<file path="src/inc/ccva_pkg.sv">
// Package holding register indices, field positions and state layout of the counter and compare access block.
package ccva_pkg;

    localparam int CCVA_NMOD = 3;
    localparam int CCVA_ADR_W = 10;
    localparam int CCVA_DAT_W = 32;
    localparam int CCVA_IDX_LSB = 2;

    // Register indices; the byte address on the bus is four times the index.
    localparam logic [7:0] CCVA_IDX_CNT_LO = 8'hF9;
    localparam logic [7:0] CCVA_IDX_CNT_HI = 8'hFA;
    localparam logic [7:0] CCVA_IDX_CTRL = 8'hD8;
    localparam logic [7:0] CCVA_IDX_PWMCFG = 8'hF7;
    localparam logic [2:0][7:0] CCVA_IDX_CMP_LO = {8'hEB, 8'hE9, 8'hFB};
    localparam logic [2:0][7:0] CCVA_IDX_CMP_HI = {8'hEC, 8'hEA, 8'hFC};
    localparam logic [2:0][7:0] CCVA_IDX_MODE = {8'hDC, 8'hDB, 8'hDA};

    // Field positions and the base PWM width.
    localparam int CCVA_MODE_W16 = 7;
    localparam int CCVA_MODE_CEN = 6;
    localparam int CCVA_MODE_PWM = 1;
    localparam int CCVA_CFG_ARS = 7;
    localparam int CCVA_CFG_SIZE_LSB = 0;
    localparam int CCVA_CTRL_RUN = 0;
    localparam int CCVA_BASE_PWM_BITS = 8;

    // Reset values, count step and the 8-bit size code.
    localparam logic [7:0] CCVA_RST_BYTE = 8'h00;
    localparam logic [15:0] CCVA_RST_WORD = 16'h0000;
    localparam logic [15:0] CCVA_ONE16 = 16'h0001;
    localparam logic [1:0] CCVA_SIZE_8BIT = 2'h0;

    typedef struct packed {
        logic ack;
        logic [7:0] rdata;
        logic run;
        logic [15:0] cnt;
        logic [7:0] snap;
        logic [7:0] pwmcfg;
        logic [CCVA_NMOD-1:0][15:0] cmp;
        logic [CCVA_NMOD-1:0][15:0] arl;
        logic [CCVA_NMOD-1:0][7:0] mode;
        logic [CCVA_NMOD-1:0] match;
        logic [CCVA_NMOD-1:0] pwm;
    } ccva_state_t;

    typedef struct packed {
        logic [CCVA_NMOD-1:0] match;
        logic [CCVA_NMOD-1:0] pwm;
    } ccva_out_t;

endpackage

</file>
<file path="src/core/ccva_top.sv">
// Counter and capture/compare value access block on a classic Wishbone slave port.
`timescale 1ns/1ps

module ccva_top
(
    // Clock and reset.
    input wire logic clk_i,
    input wire logic rst_i,
    // Wishbone slave.
    input wire logic cyc_i,
    input wire logic stb_i,
    input wire logic we_i,
    input wire logic [ccva_pkg::CCVA_ADR_W-1:0] adr_i,
    input wire logic [3:0] sel_i,
    input wire logic [ccva_pkg::CCVA_DAT_W-1:0] dat_i,
    output logic [ccva_pkg::CCVA_DAT_W-1:0] dat_o,
    output logic ack_o,
    // Compare results per module.
    output ccva_pkg::ccva_out_t cmp_o
);
    import ccva_pkg::*;

    // The index tables are sized for three modules and eight-bit indices; other sizes cannot be decoded.
    if (CCVA_NMOD != $size(CCVA_IDX_CMP_LO))
    begin
        $error("Module count does not match the index tables.");
    end
    if (CCVA_ADR_W - CCVA_IDX_LSB != $bits(CCVA_IDX_CNT_LO))
    begin
        $error("Address width must leave an eight-bit register index.");
    end
    if (CCVA_DAT_W < $bits(CCVA_RST_BYTE))
    begin
        $error("Data bus must carry at least one byte.");
    end

    ccva_state_t st_reg;
    ccva_state_t st_next;
    logic req;
    logic wr;
    logic rd;
    logic ars;
    logic [7:0] idx;
    logic [7:0] wdat;
    logic [7:0] rval;
    logic [1:0] psize;

    // Mask of the low bits that take part in an 8 to 11-bit PWM period.
    function automatic logic [15:0] pwm_mask(input logic [1:0] size);
        logic [4:0] bits;
        bits = 5'(CCVA_BASE_PWM_BITS) + {3'h0, size};
        pwm_mask = (CCVA_ONE16 << bits) - CCVA_ONE16;
    endfunction

    // Mask that applies to module m in its present mode.
    function automatic logic [15:0] mod_mask(input logic [7:0] mode, input logic [1:0] size);
        mod_mask = 16'hFFFF;
        if (mode[CCVA_MODE_PWM] && !mode[CCVA_MODE_W16])
        begin
            mod_mask = pwm_mask(size);
        end
    endfunction

    assign req = cyc_i && stb_i && !st_reg.ack;
    assign wr = req && we_i && sel_i[0];
    assign rd = req && !we_i;
    assign idx = adr_i[CCVA_ADR_W-1:CCVA_IDX_LSB];
    assign wdat = dat_i[7:0];
    assign ars = st_reg.pwmcfg[CCVA_CFG_ARS];
    assign psize = st_reg.pwmcfg[CCVA_CFG_SIZE_LSB +: 2];

    // Read multiplexer; an unmapped index answers zero.
    always_comb
    begin
        rval = CCVA_RST_BYTE;
        if (idx == CCVA_IDX_CNT_LO)
        begin
            rval = st_reg.cnt[7:0];
        end
        if (idx == CCVA_IDX_CNT_HI)
        begin
            rval = st_reg.snap;
        end
        if (idx == CCVA_IDX_CTRL)
        begin
            rval = {7'h00, st_reg.run};
        end
        if (idx == CCVA_IDX_PWMCFG)
        begin
            rval = st_reg.pwmcfg;
        end
        for (int m = 0; m < CCVA_NMOD; m++)
        begin
            if (idx == CCVA_IDX_CMP_LO[m])
            begin
                rval = ars ? st_reg.arl[m][7:0] : st_reg.cmp[m][7:0];
            end
            if (idx == CCVA_IDX_CMP_HI[m])
            begin
                rval = ars ? st_reg.arl[m][15:8] : st_reg.cmp[m][15:8];
            end
            if (idx == CCVA_IDX_MODE[m])
            begin
                rval = st_reg.mode[m];
            end
        end
    end

    always_comb
    begin
        st_next = st_reg;
        st_next.ack = req;
        st_next.rdata = rd ? rval : CCVA_RST_BYTE;
        if (st_reg.run)
        begin
            st_next.cnt = st_reg.cnt + CCVA_ONE16;
        end
        // Snapshot keeps the high byte coherent with the low byte just read.
        if (rd && idx == CCVA_IDX_CNT_LO)
        begin
            st_next.snap = st_reg.cnt[15:8];
        end
        // Auto-reload at the end of each 9 to 11-bit PWM period.
        for (int m = 0; m < CCVA_NMOD; m++)
        begin
            if (st_reg.mode[m][CCVA_MODE_PWM] && !st_reg.mode[m][CCVA_MODE_W16] && psize != CCVA_SIZE_8BIT
                && (st_reg.cnt & pwm_mask(psize)) == pwm_mask(psize))
            begin
                st_next.cmp[m] = st_reg.arl[m];
            end
        end
        // Bus writes win over counting and reload in the same cycle.
        if (wr)
        begin
            if (idx == CCVA_IDX_CNT_LO)
            begin
                st_next.cnt[7:0] = wdat;
            end
            if (idx == CCVA_IDX_CNT_HI)
            begin
                st_next.cnt[15:8] = wdat;
            end
            if (idx == CCVA_IDX_CTRL)
            begin
                st_next.run = wdat[CCVA_CTRL_RUN];
            end
            if (idx == CCVA_IDX_PWMCFG)
            begin
                st_next.pwmcfg = wdat;
            end
            for (int m = 0; m < CCVA_NMOD; m++)
            begin
                if (idx == CCVA_IDX_MODE[m])
                begin
                    st_next.mode[m] = wdat;
                end
                if (idx == CCVA_IDX_CMP_LO[m])
                begin
                    if (ars)
                    begin
                        st_next.arl[m][7:0] = wdat;
                    end
                    else
                    begin
                        st_next.cmp[m][7:0] = wdat;
                    end
                    st_next.mode[m][CCVA_MODE_CEN] = 1'b0;
                end
                if (idx == CCVA_IDX_CMP_HI[m])
                begin
                    if (ars)
                    begin
                        st_next.arl[m][15:8] = wdat;
                    end
                    else
                    begin
                        st_next.cmp[m][15:8] = wdat;
                    end
                    st_next.mode[m][CCVA_MODE_CEN] = 1'b1;
                end
            end
        end
        // Compare outputs; a disabled comparator holds both low.
        for (int m = 0; m < CCVA_NMOD; m++)
        begin
            st_next.match[m] = st_reg.mode[m][CCVA_MODE_CEN]
                && (st_reg.cnt & mod_mask(st_reg.mode[m], psize))
                == (st_reg.cmp[m] & mod_mask(st_reg.mode[m], psize));
            st_next.pwm[m] = st_reg.mode[m][CCVA_MODE_CEN] && st_reg.mode[m][CCVA_MODE_PWM]
                && (st_reg.cnt & mod_mask(st_reg.mode[m], psize))
                >= (st_reg.cmp[m] & mod_mask(st_reg.mode[m], psize));
        end
    end

    always_ff @(posedge clk_i)
    begin
        if (rst_i)
        begin
            st_reg <= '0;
        end
        else
        begin
            st_reg <= st_next;
        end
    end

    assign ack_o = st_reg.ack;
    assign dat_o = CCVA_DAT_W'(st_reg.rdata);
    assign cmp_o.match = st_reg.match;
    assign cmp_o.pwm = st_reg.pwm;

    // Every module keeps the same byte, enable and compare rules; one loop keeps them alike.
    for (genvar g = 0; g < CCVA_NMOD; g++)
    begin

    end
endmodule

</file>
<file path="config.mk">
export PLATFORM = sky130hd
export DESIGN_NAME = ccva_top
export DESIGN_NICKNAME = d
export VERILOG_FILES = /design/src/inc/ccva_pkg.sv /design/src/core/ccva_top.sv
export SDC_FILE = /design/constraint.sdc
export NUM_CORES = 1
export LEC_CHECK = 0
export ABC_AREA = 0
export BUFFER_PORTS_ARGS = -buffer_cell sky130_fd_sc_hd__buf_2
export CORE_MARGIN = 2
export CORE_UTILIZATION = 49
export CTS_BUF_LIST = sky130_fd_sc_hd__clkbuf_16
export CTS_CLUSTER_DIAMETER = 200
export DETAILED_ROUTE_END_ITERATION = 12
export GPL_TIMING_DRIVEN = 0
export PLACE_DENSITY = 0.7
export SYNTH_ARGS = -nofsm -noshare
export SYNTH_HDL_FRONTEND = slang
export SYNTH_SLANG_ARGS = --single-unit
export TNS_END_PERCENT = 5
</file>
<file path="constraint.sdc">
create_clock -name clk_i -period 2.3 [get_ports clk_i]
set_input_delay 0.115 -clock clk_i [delete_from_list [all_inputs] [get_ports clk_i]]
set_output_delay 0.115 -clock clk_i [all_outputs]
set_load 0.01 [all_outputs]
</file>
==> results of run 1 <==
[how the worst min path moves through the flow]
stage	startpoint	endpoint	slack, ns	cells past startpoint
2_1_floorplan	cyc_i	ack_o	0.27	2
3_3_place_gp	cyc_i	ack_o	0.41	3
3_5_place_dp	cyc_i	ack_o	0.42	3
4_1_cts	rst_i	cmp_o[2]	0.16	4
5_1_grt	we_i	dat_o[0]	0.19	4
6_report	we_i	dat_o[6]	0.19	4
[cells in the mapped netlist, types with 7 or more instances]
cell type,count,share of area (%)
nor2_1,170,6.4
nand3_1,14,0.70
ha_1,50,6.2
a211oi_1,70,5.2
mux2i_1,138,14
inv_1,27,1.0
and3_1,7,0.44
and2_1,22,1.4
buf_4,38,2.8
nand2_1,98,3.7
nor2b_1,10,0.62
a22oi_1,8,0.60
o211ai_1,8,0.60
a21oi_1,64,3.2
a21o_1,7,0.52
nand2b_1,12,0.75
xnor2_1,7,0.61
buf_2,20,1.0
dfxtp_1,168,33
clkbuf_1,42,1.6
xor2_1,8,0.70
o21ai_0,60,3.0
nand4_1,17,1.1
buf_1,12,0.45
nor3_1,7,0.35
o22ai_1,11,0.69
a221oi_1,7,0.61
[power by group through the flow]
| stage | registers [mW] | clock network (mW) | logic [mW] |
|---|---|---|---|
| floorplan | 2.98 | 0 | 0.208 |
| global placement | 2.98 | 0 | 0.352 |
| detailed placement | 2.98 | 0 | 0.351 |
| CTS | 2.91 | 2.86 | 0.355 |
| global route | 2.91 | 2.98 | 0.385 |
| finish | 2.91 | 2.88 | 0.371 |
[routing by layer]
metal / track usage [%] / part of all wire (%) / routed length (um) / vias up
li1: - / - / - / 4334
met1: 45.7 / 42 / 15400 / 4464
met2: 50.3 / 43 / 15700 / 541
met3: 8.01 / 10 / 3800 / 121
met4: 15.5 / 4.8 / 1780 / 0
met5: 0 / 0 / 0 / -
[worst reg2reg max path, cell delays in order, from the launching register on]
cell and delay [ns]:
dfxtp_4 0.37, or2_4 0.27, ha_4 0.31, nand2_1 0.08
and2_1 0.19, ha_4 0.22, a21o_1 0.19, a21oi_2 0.11
o21ai_1 0.08, a21o_1 0.18, nand3_1 0.09, a21oi_2 0.07
[stage by stage]
stage / instances / hold slack, ns / TNS (ns) / cell area [sq um] / util (%)
detailed placement: 1509 / 0.420 / -10.26 / 10600 / 52.7
CTS: 1543 / 0.158 / -0.0840 / 11300 / 55.9
global route: 1546 / 0.189 / -0.110 / 11400 / 56.6
finish: 1546 / 0.187 / 0 / 11400 / 56.6
floorplan: 1212 / 0.267 / 0 / 10100 / -
global placement: 1509 / 0.412 / -8.04 / 10600 / 52.7
[final cells by class]
| type | instances | area, sq um | area share (%) |
|---|---|---|---|
| plain buffers | 116 | 649 | 5.69 |
| clock buffers | 17 | 425 | 3.73 |
| repair buffers | 33 | 210 | 1.84 |
| flip-flops and latches | 168 | 3380 | 29.6 |
| multi-input cells | 900 | 6170 | 54.1 |
| well taps | 270 | 338 | 2.96 |
| inverters | 27 | 101 | 0.888 |
| clock inverters | 15 | 144 | 1.26 |
[kinds of logic after synthesis]
group / share of synthesized area (%)
AND/OR/NAND/NOR: 19.4
AO/OA/AOI/OAI: 16.9
flip-flops: 33.5
multiplexers: 15.3
buffers and inverters: 7.36
adder cells (fa/ha/maj): 6.23
XOR/XNOR: 1.31
other: 0.0373
[cells in the final DEF (no fill, tap or decap), types with 5 or more instances in the layout]
cell type,count
clkbuf_1,41
o22ai_1,11
buf_4,43
mux2_2,6
o21a_1,6
a22oi_1,8
inv_1,27
nand3_1,13
buf_2,43
a21o_1,7
a21oi_1,59
nand2_1,95
xor2_1,8
and2_1,21
o21ai_0,57
mux2i_1,137
a211oi_1,68
clkbuf_16,17
dfxtp_1,160
o211ai_1,8
xnor2_1,7
nor2b_1,7
nor3_1,6
buf_6,5
a221oi_1,7
nor2_1,166
ha_1,47
nor4_1,6
conb_1,24
a21oi_2,5
and3_1,7
nor2_2,8
nor3_4,5
dfxtp_2,7
buf_1,11
nand2b_1,11
nand4_1,17
[repair_timing]
item                                   CTS  global route
gates resized for setup                 25            26
gates cloned                             0             0
hold buffers                             2             0
pin swaps                                6             7
endpoints found under the hold margin    1             0
setup endpoints to repair               81            58
setup buffers                            1             3
==> parameters.txt, run 1 <==
Parameter                              Value

Run status
  Run status    finished clean

Power and ir drop
  Internal power    4.52 mW
  Total power consumption of the routed design    6.16 mW
  Lkg Pwr    4.52 nW
  Power density over cell area    540 nW/um^2
  Sequential group share of total power    47.2%
  Logic pwr share    6.0%
  Net switching fraction of the power    26.7%
  Clock network fraction of design power    46.8%
  Worst vdd rail ir drop    474 uV
  Net switching power figure    1.65 mW

Clock network
  Total clock sinks    168
  Number of H-tree levels    4
  Clock buffers created by TritonCTS    17
  Clock input transition at the sequential cells of the worst setup and hold paths    0.07 ns
  Clock tree from TritonCTS    yes
  Skew-Pair Late Insertion Delay    0.45 ns
  Clock tree root driver cell    clkbuf_16
  Number of buffers between clock root and the deepest sink    2

Floorplanning
  DIE AREA    21,700 sq um
  Total number of placement rows    52
  I/O pins    90
  Initial core utilization    49.8%
  DIE WIDTH    147 um
  Placeable core region    20,200 sq um
  Y dimension of the die    147 um

Place
  Detailed placer's ending HPWL    26,500 um
  Global placement routability congestion    0.980
  Total of buffers placed on input and output ports    27
  Placement-stage worst setup slack    -0.273 ns

Critical path
  Nature of the critical path startpoint    flip-flop
  Series of cell instances along the critical path    or2_4, ha_4, nand2_1, and2_1, ha_4, a21o_1, a21oi_2, o21ai_1, a21o_1, nand3_1, a21oi_2
  Largest stage delay on the critical path    0.37 ns
  Number of buffers and inverters on the critical path    0
  Sort of element at the end of the critical path    flip-flop
  Signal arrival time at the worst endpoint    2.61 ns
  CP Capture Point    cmp_o[0]
  Worst setup path startpoint    psize[1]
  Depth of the worst register-to-register path    11
  Worst flop-to-flop path startpoint    psize[1]
  Register-to-Register Setup Slack    0.02 ns
  Required time worst endpoint    2.63 ns
  Kind of critical path    reg2reg
  R2r endpoint    cmp_o[0]
  Logic depth of the worst setup path including buffers    11
  Cell type of the slowest stage on the worst timing path    dfxtp_4
  Cell family with most CP delay    simple AND/OR/NAND/NOR gates
  CP Max Fanout    6

STA
  Final worst-path cycle share    99.3%
  Max Slew Vio Count    0
  RSZ-0062 raised after global routing    true
  Slew at the pin closest to its max-slew limit    0.984 ns
  Final hold violations    0
  Worst Setup Slack, final    0.0156 ns
  Clock skew    0.00990 ns
  Worst rel slew slack    34.4%
  Maximum operating frequency    438 MHz
  Min Clock Period, post-route    2.28 ns
  Setup-violating endpoint count in the final report    0

Synthesis
  Top FF cell, synth    dfxtp_1
  Total number of yosys warnings    0
  Syn Area/Cell    8.45 sq um
  Number of enable-type register cells in the synthesized netlist    0
  Yosys reg bits    168
  Proportion of register bits with asynchronous set or reset after synthesis    0%
  Post-synthesis cell area    10,000 sq um
  Netlist cell types    71
  Register area share after synthesis    33.5%
  Number of instances in the synthesized netlist    1,189

Global routing
  Pin count of the biggest net entering global routing    17
  Antenna violations before repair    0
  GRT Overall Usage    33.6%
  Via count of the first global-routing pass    8,613
  Global route total overflow    0
  First-pass GRT wire length    53,800 um

Drt
  Remaining antenna violation count    0
  Post-detailed-routing wire length    36,700 um
  Count of TritonRoute iterations in the first routing pass    6
  Routed length per placed instance    23.8 um
  Violation count after the first detailed-route iteration    968
  Via count    9,460
  Number of remaining DRC errors    0
  Via density    6.12

Final layout
  Number of flip-flops in the largest register    150
  Final nets    1,364
  Proportion of layout cells with a drive suffix above 1    15.0%
  Number of fill cells in the layout    1,879
  Layout overhead on the synthesized area    13.7%
  Number of diodes added for antenna fixing    0

Run
  Reported max-cap violation count    0

Hold path
  Class of the tightest hold or removal check    in2reg
No activity file was read; power rests on OpenSTA's default activity.
==> run 2, diff against run 1 <==
--- a/config.mk
+++ b/config.mk
@@ -14,6 +14,7 @@
 export DETAILED_ROUTE_END_ITERATION = 12
 export GPL_TIMING_DRIVEN = 0
 export PLACE_DENSITY = 0.7
+export REMOVE_ABC_BUFFERS = 1
 export SYNTH_ARGS = -nofsm -noshare
 export SYNTH_HDL_FRONTEND = slang
 export SYNTH_SLANG_ARGS = --single-unit
==> parameters.txt, run 2 (synthesis gave the netlist of run 1 again) <==
Parameter                              Value

Clock network
  Number of H-tree levels    4 (unchanged)
  Clock buffers created by TritonCTS    17 (unchanged)
  Clock tree from TritonCTS    yes
  Clock input transition at the sequential cells of the worst setup and hold paths    0.06 ns (about the same)
  Skew-Pair Late Insertion Delay    0.44 ns (about the same)
  Number of buffers between clock root and the deepest sink    2 (unchanged)
  Clock tree root driver cell    clkbuf_16
  Total clock sinks    168 (unchanged)

Final layout
  Layout overhead on the synthesized area    7.61%
  Post-layout util    53.6% (-3.0 points)
  Final nets    1,260 (-7.6%)
  Number of fill cells in the layout    1,906 (+1.4%)
  Most used cells in the layout excluding fill and tap cells    nor2_1 (166), dfxtp_1 (159), mux2i_1 (138)
  Storage cell area    3380 sq um (about the same)
  Number of diodes added for antenna fixing    0 (unchanged)
  Number of flip-flops in the largest register    150 (unchanged)
  Multi-input combinational cell area    6160 sq um (-0.26%)
  Proportion of layout cells with a drive suffix above 1    11.2% (-3.9 points)
  Final design instance area without fill    10,800 sq um (-5.3%)
  Most common cell after layout, fill and taps aside    nor2_1

STA
  RSZ-0062 raised after global routing    true
  Maximum operating frequency    429 MHz (-1.9%)
  Slew at the pin closest to its max-slew limit    0.894 ns (-0.0902 ns)
  Worst rel slew slack    39.9% (+5.6 points)
  Post-Route Setup TNS    -0.0312 ns (-0.0312 ns)
  Final hold violations    0 (unchanged)
  Worst Setup Slack, final    -0.0284 ns (-0.0441 ns)
  Min Clock Period, post-route    2.33 ns (+0.0441 ns)
  Clock skew    0.00935 ns (-0.000553 ns)
  Final worst-path cycle share    101% (+1.9 points)
  Setup-violating endpoint count in the final report    2 (+2)
  Max Slew Vio Count    0 (unchanged)

Drt
  Remaining antenna violation count    0 (unchanged)
  Via count    8,881 (-6.1%)
  Via density    6.17 (+0.79%)
  Routed length per placed instance    21.8 um (-8.3%)
  Count of TritonRoute iterations in the first routing pass    10 (+4)
  Post-detailed-routing wire length    31,400 um (-15%)
  Number of remaining DRC errors    1 (+1)
  Violation count after the first detailed-route iteration    1,009 (+4.2%)

Place
  Post-placement cell area    10,100 sq um (-5.4%)
  Detailed placer's ending HPWL    20,400 um (-23%)
  Placement-stage worst setup slack    -0.809 ns (-0.536 ns)
  Total of buffers placed on input and output ports    36 (+33%)
  Global placement routability congestion    0.996 (+1.5%)

Global routing
  Via count of the first global-routing pass    8,177 (-5.1%)
  GRT Overall Usage    29.0% (-4.6 points)
  Antenna violations before repair    0 (unchanged)
  Global route total overflow    0 (unchanged)
  Pin count of the biggest net entering global routing    104 (+87)
  First-pass GRT wire length    48,000 um (-11%)

Critical path
  Nature of the critical path startpoint    flip-flop
  Kind of critical path    reg2reg
  Cell type of the slowest stage on the worst timing path    dfxtp_2
  Depth of the worst register-to-register path    11 (unchanged)
  Largest stage delay on the critical path    0.35 ns (-0.02 ns)
  Series of cell instances along the critical path    or2_4, ha_4, nand2_1, and2_4, ha_4, a21o_1, a21oi_2, o21ai_0, a21o_1, nand3_1, a21oi_2
  Register-to-Register Setup Slack    -0.03 ns (-0.04 ns)
  Sort of element at the end of the critical path    flip-flop
  CP Max Fanout    6 (unchanged)
  Signal arrival time at the worst endpoint    2.65 ns (+0.04 ns)
  Worst setup path startpoint    psize[1]
  Worst flop-to-flop path startpoint    psize[1]
  Required time worst endpoint    2.62 ns (about the same)
  R2r endpoint    cmp_o[1]

Floorplanning
  DIE WIDTH    147 um (unchanged)
  Total number of placement rows    52 (unchanged)
  Initial core utilization    49.8% (unchanged)
  DIE AREA    21,700 sq um (unchanged)
  Placeable core region    20,200 sq um (unchanged)
  Y dimension of the die    147 um (unchanged)
  I/O pins    90 (unchanged)

Hold path
  Terminating pin of the worst hold path    st_reg[57]
  Hold path startpoint    rst_i
  Class of the tightest hold or removal check    in2reg
  WHS Path Cells    2 (-2)

Power and ir drop
  Power density over cell area    540 nW/um^2 (+0.11%)
  Lkg Pwr    4.20 nW (-7.1%)
  Worst vdd rail ir drop    486 uV (+2.4%)

Run status
  Run status    finished, violations left
  Violated checks    design-rule violations, negative setup slack

Run
  Reported max-cap violation count    0 (unchanged)
## run 2: changes by cell type in the layout (fill, tap and decap cells not counted), moves of 4 or more
| cell | delta |
|---|---|
| buf_6 | -4 |
| buf_2 | -9 |
| clkbuf_1 | -41 |
| clkinv_2 | +4 |
| buf_4 | -40 |
| buf_1 | -11 |
## run 2: power by group
part / switching (mW) / internal [mW] / total (mW)
clock network: 1.19 / 1.45 / 2.64
registers: 0.00115 / 2.91 / 2.91
logic: 0.232 / 0.0581 / 0.290
total: 1.43 / 4.42 / 5.84
## run 2: how the worst max path moves through the flow
stage | endpoint | cells past startpoint
6_report | cmp_o[1] | 11
5_1_grt | cmp_o[0] | 11
4_1_cts | cmp_o[1] | 11
3_5_place_dp | st_reg[60] | 4
3_3_place_gp | st_reg[59] | 4
2_1_floorplan | st_reg[70] | 4
## run 2: worst max-delay path: cells and delay by family (launching register included)
| family | cells | cell delay, ns |
|---|---|---|
| AOI/OAI and AO/OA | 5 | 0.66 |
| adders and majority gates | 2 | 0.54 |
| DFF | 1 | 0.35 |
| and+or+nand+nor | 4 | 0.65 |
## run 2: metal layers
metal	GRT usage [%]	vias to the layer above	share of wire (%)
met5	0	-	0
met4	11.1	0	3.5
li1	-	4126	-
met3	5.68	74	8.4
met2	44.0	431	44
met1	40.8	4250	44
## run 2: area by class of cell
class,instances,area share (%)
timing repair buffer,45,2.95
clock inverter,13,0.845
tap,270,3.13
clock buffer,17,3.94
sequential,168,31.2
multi-input combinational,900,57.0
inverter,27,0.938
## run 2: what timing repair did
action,in CTS,in global routing
endpoints found under the setup margin,112,110
pin swaps,9,4
hold buffers,2,0
resized for setup,18,20
buffers inserted,5,1
hold endpoints to repair,1,0
cloned,0,0
## run 2: through the flow
| stage | cells | power, mW | hold slack, ns |
|---|---|---|---|
| after detailed placement | 1402 | 3.25 | 0.424 |
| after global placement | 1401 | 3.24 | 0.419 |
| after global routing | 1440 | 6.00 | 0.0850 |
| final | 1440 | 5.84 | 0.0625 |
| after CTS | 1439 | 5.83 | 0.0693 |
| after floorplan | 1095 | 3.07 | 0.184 |
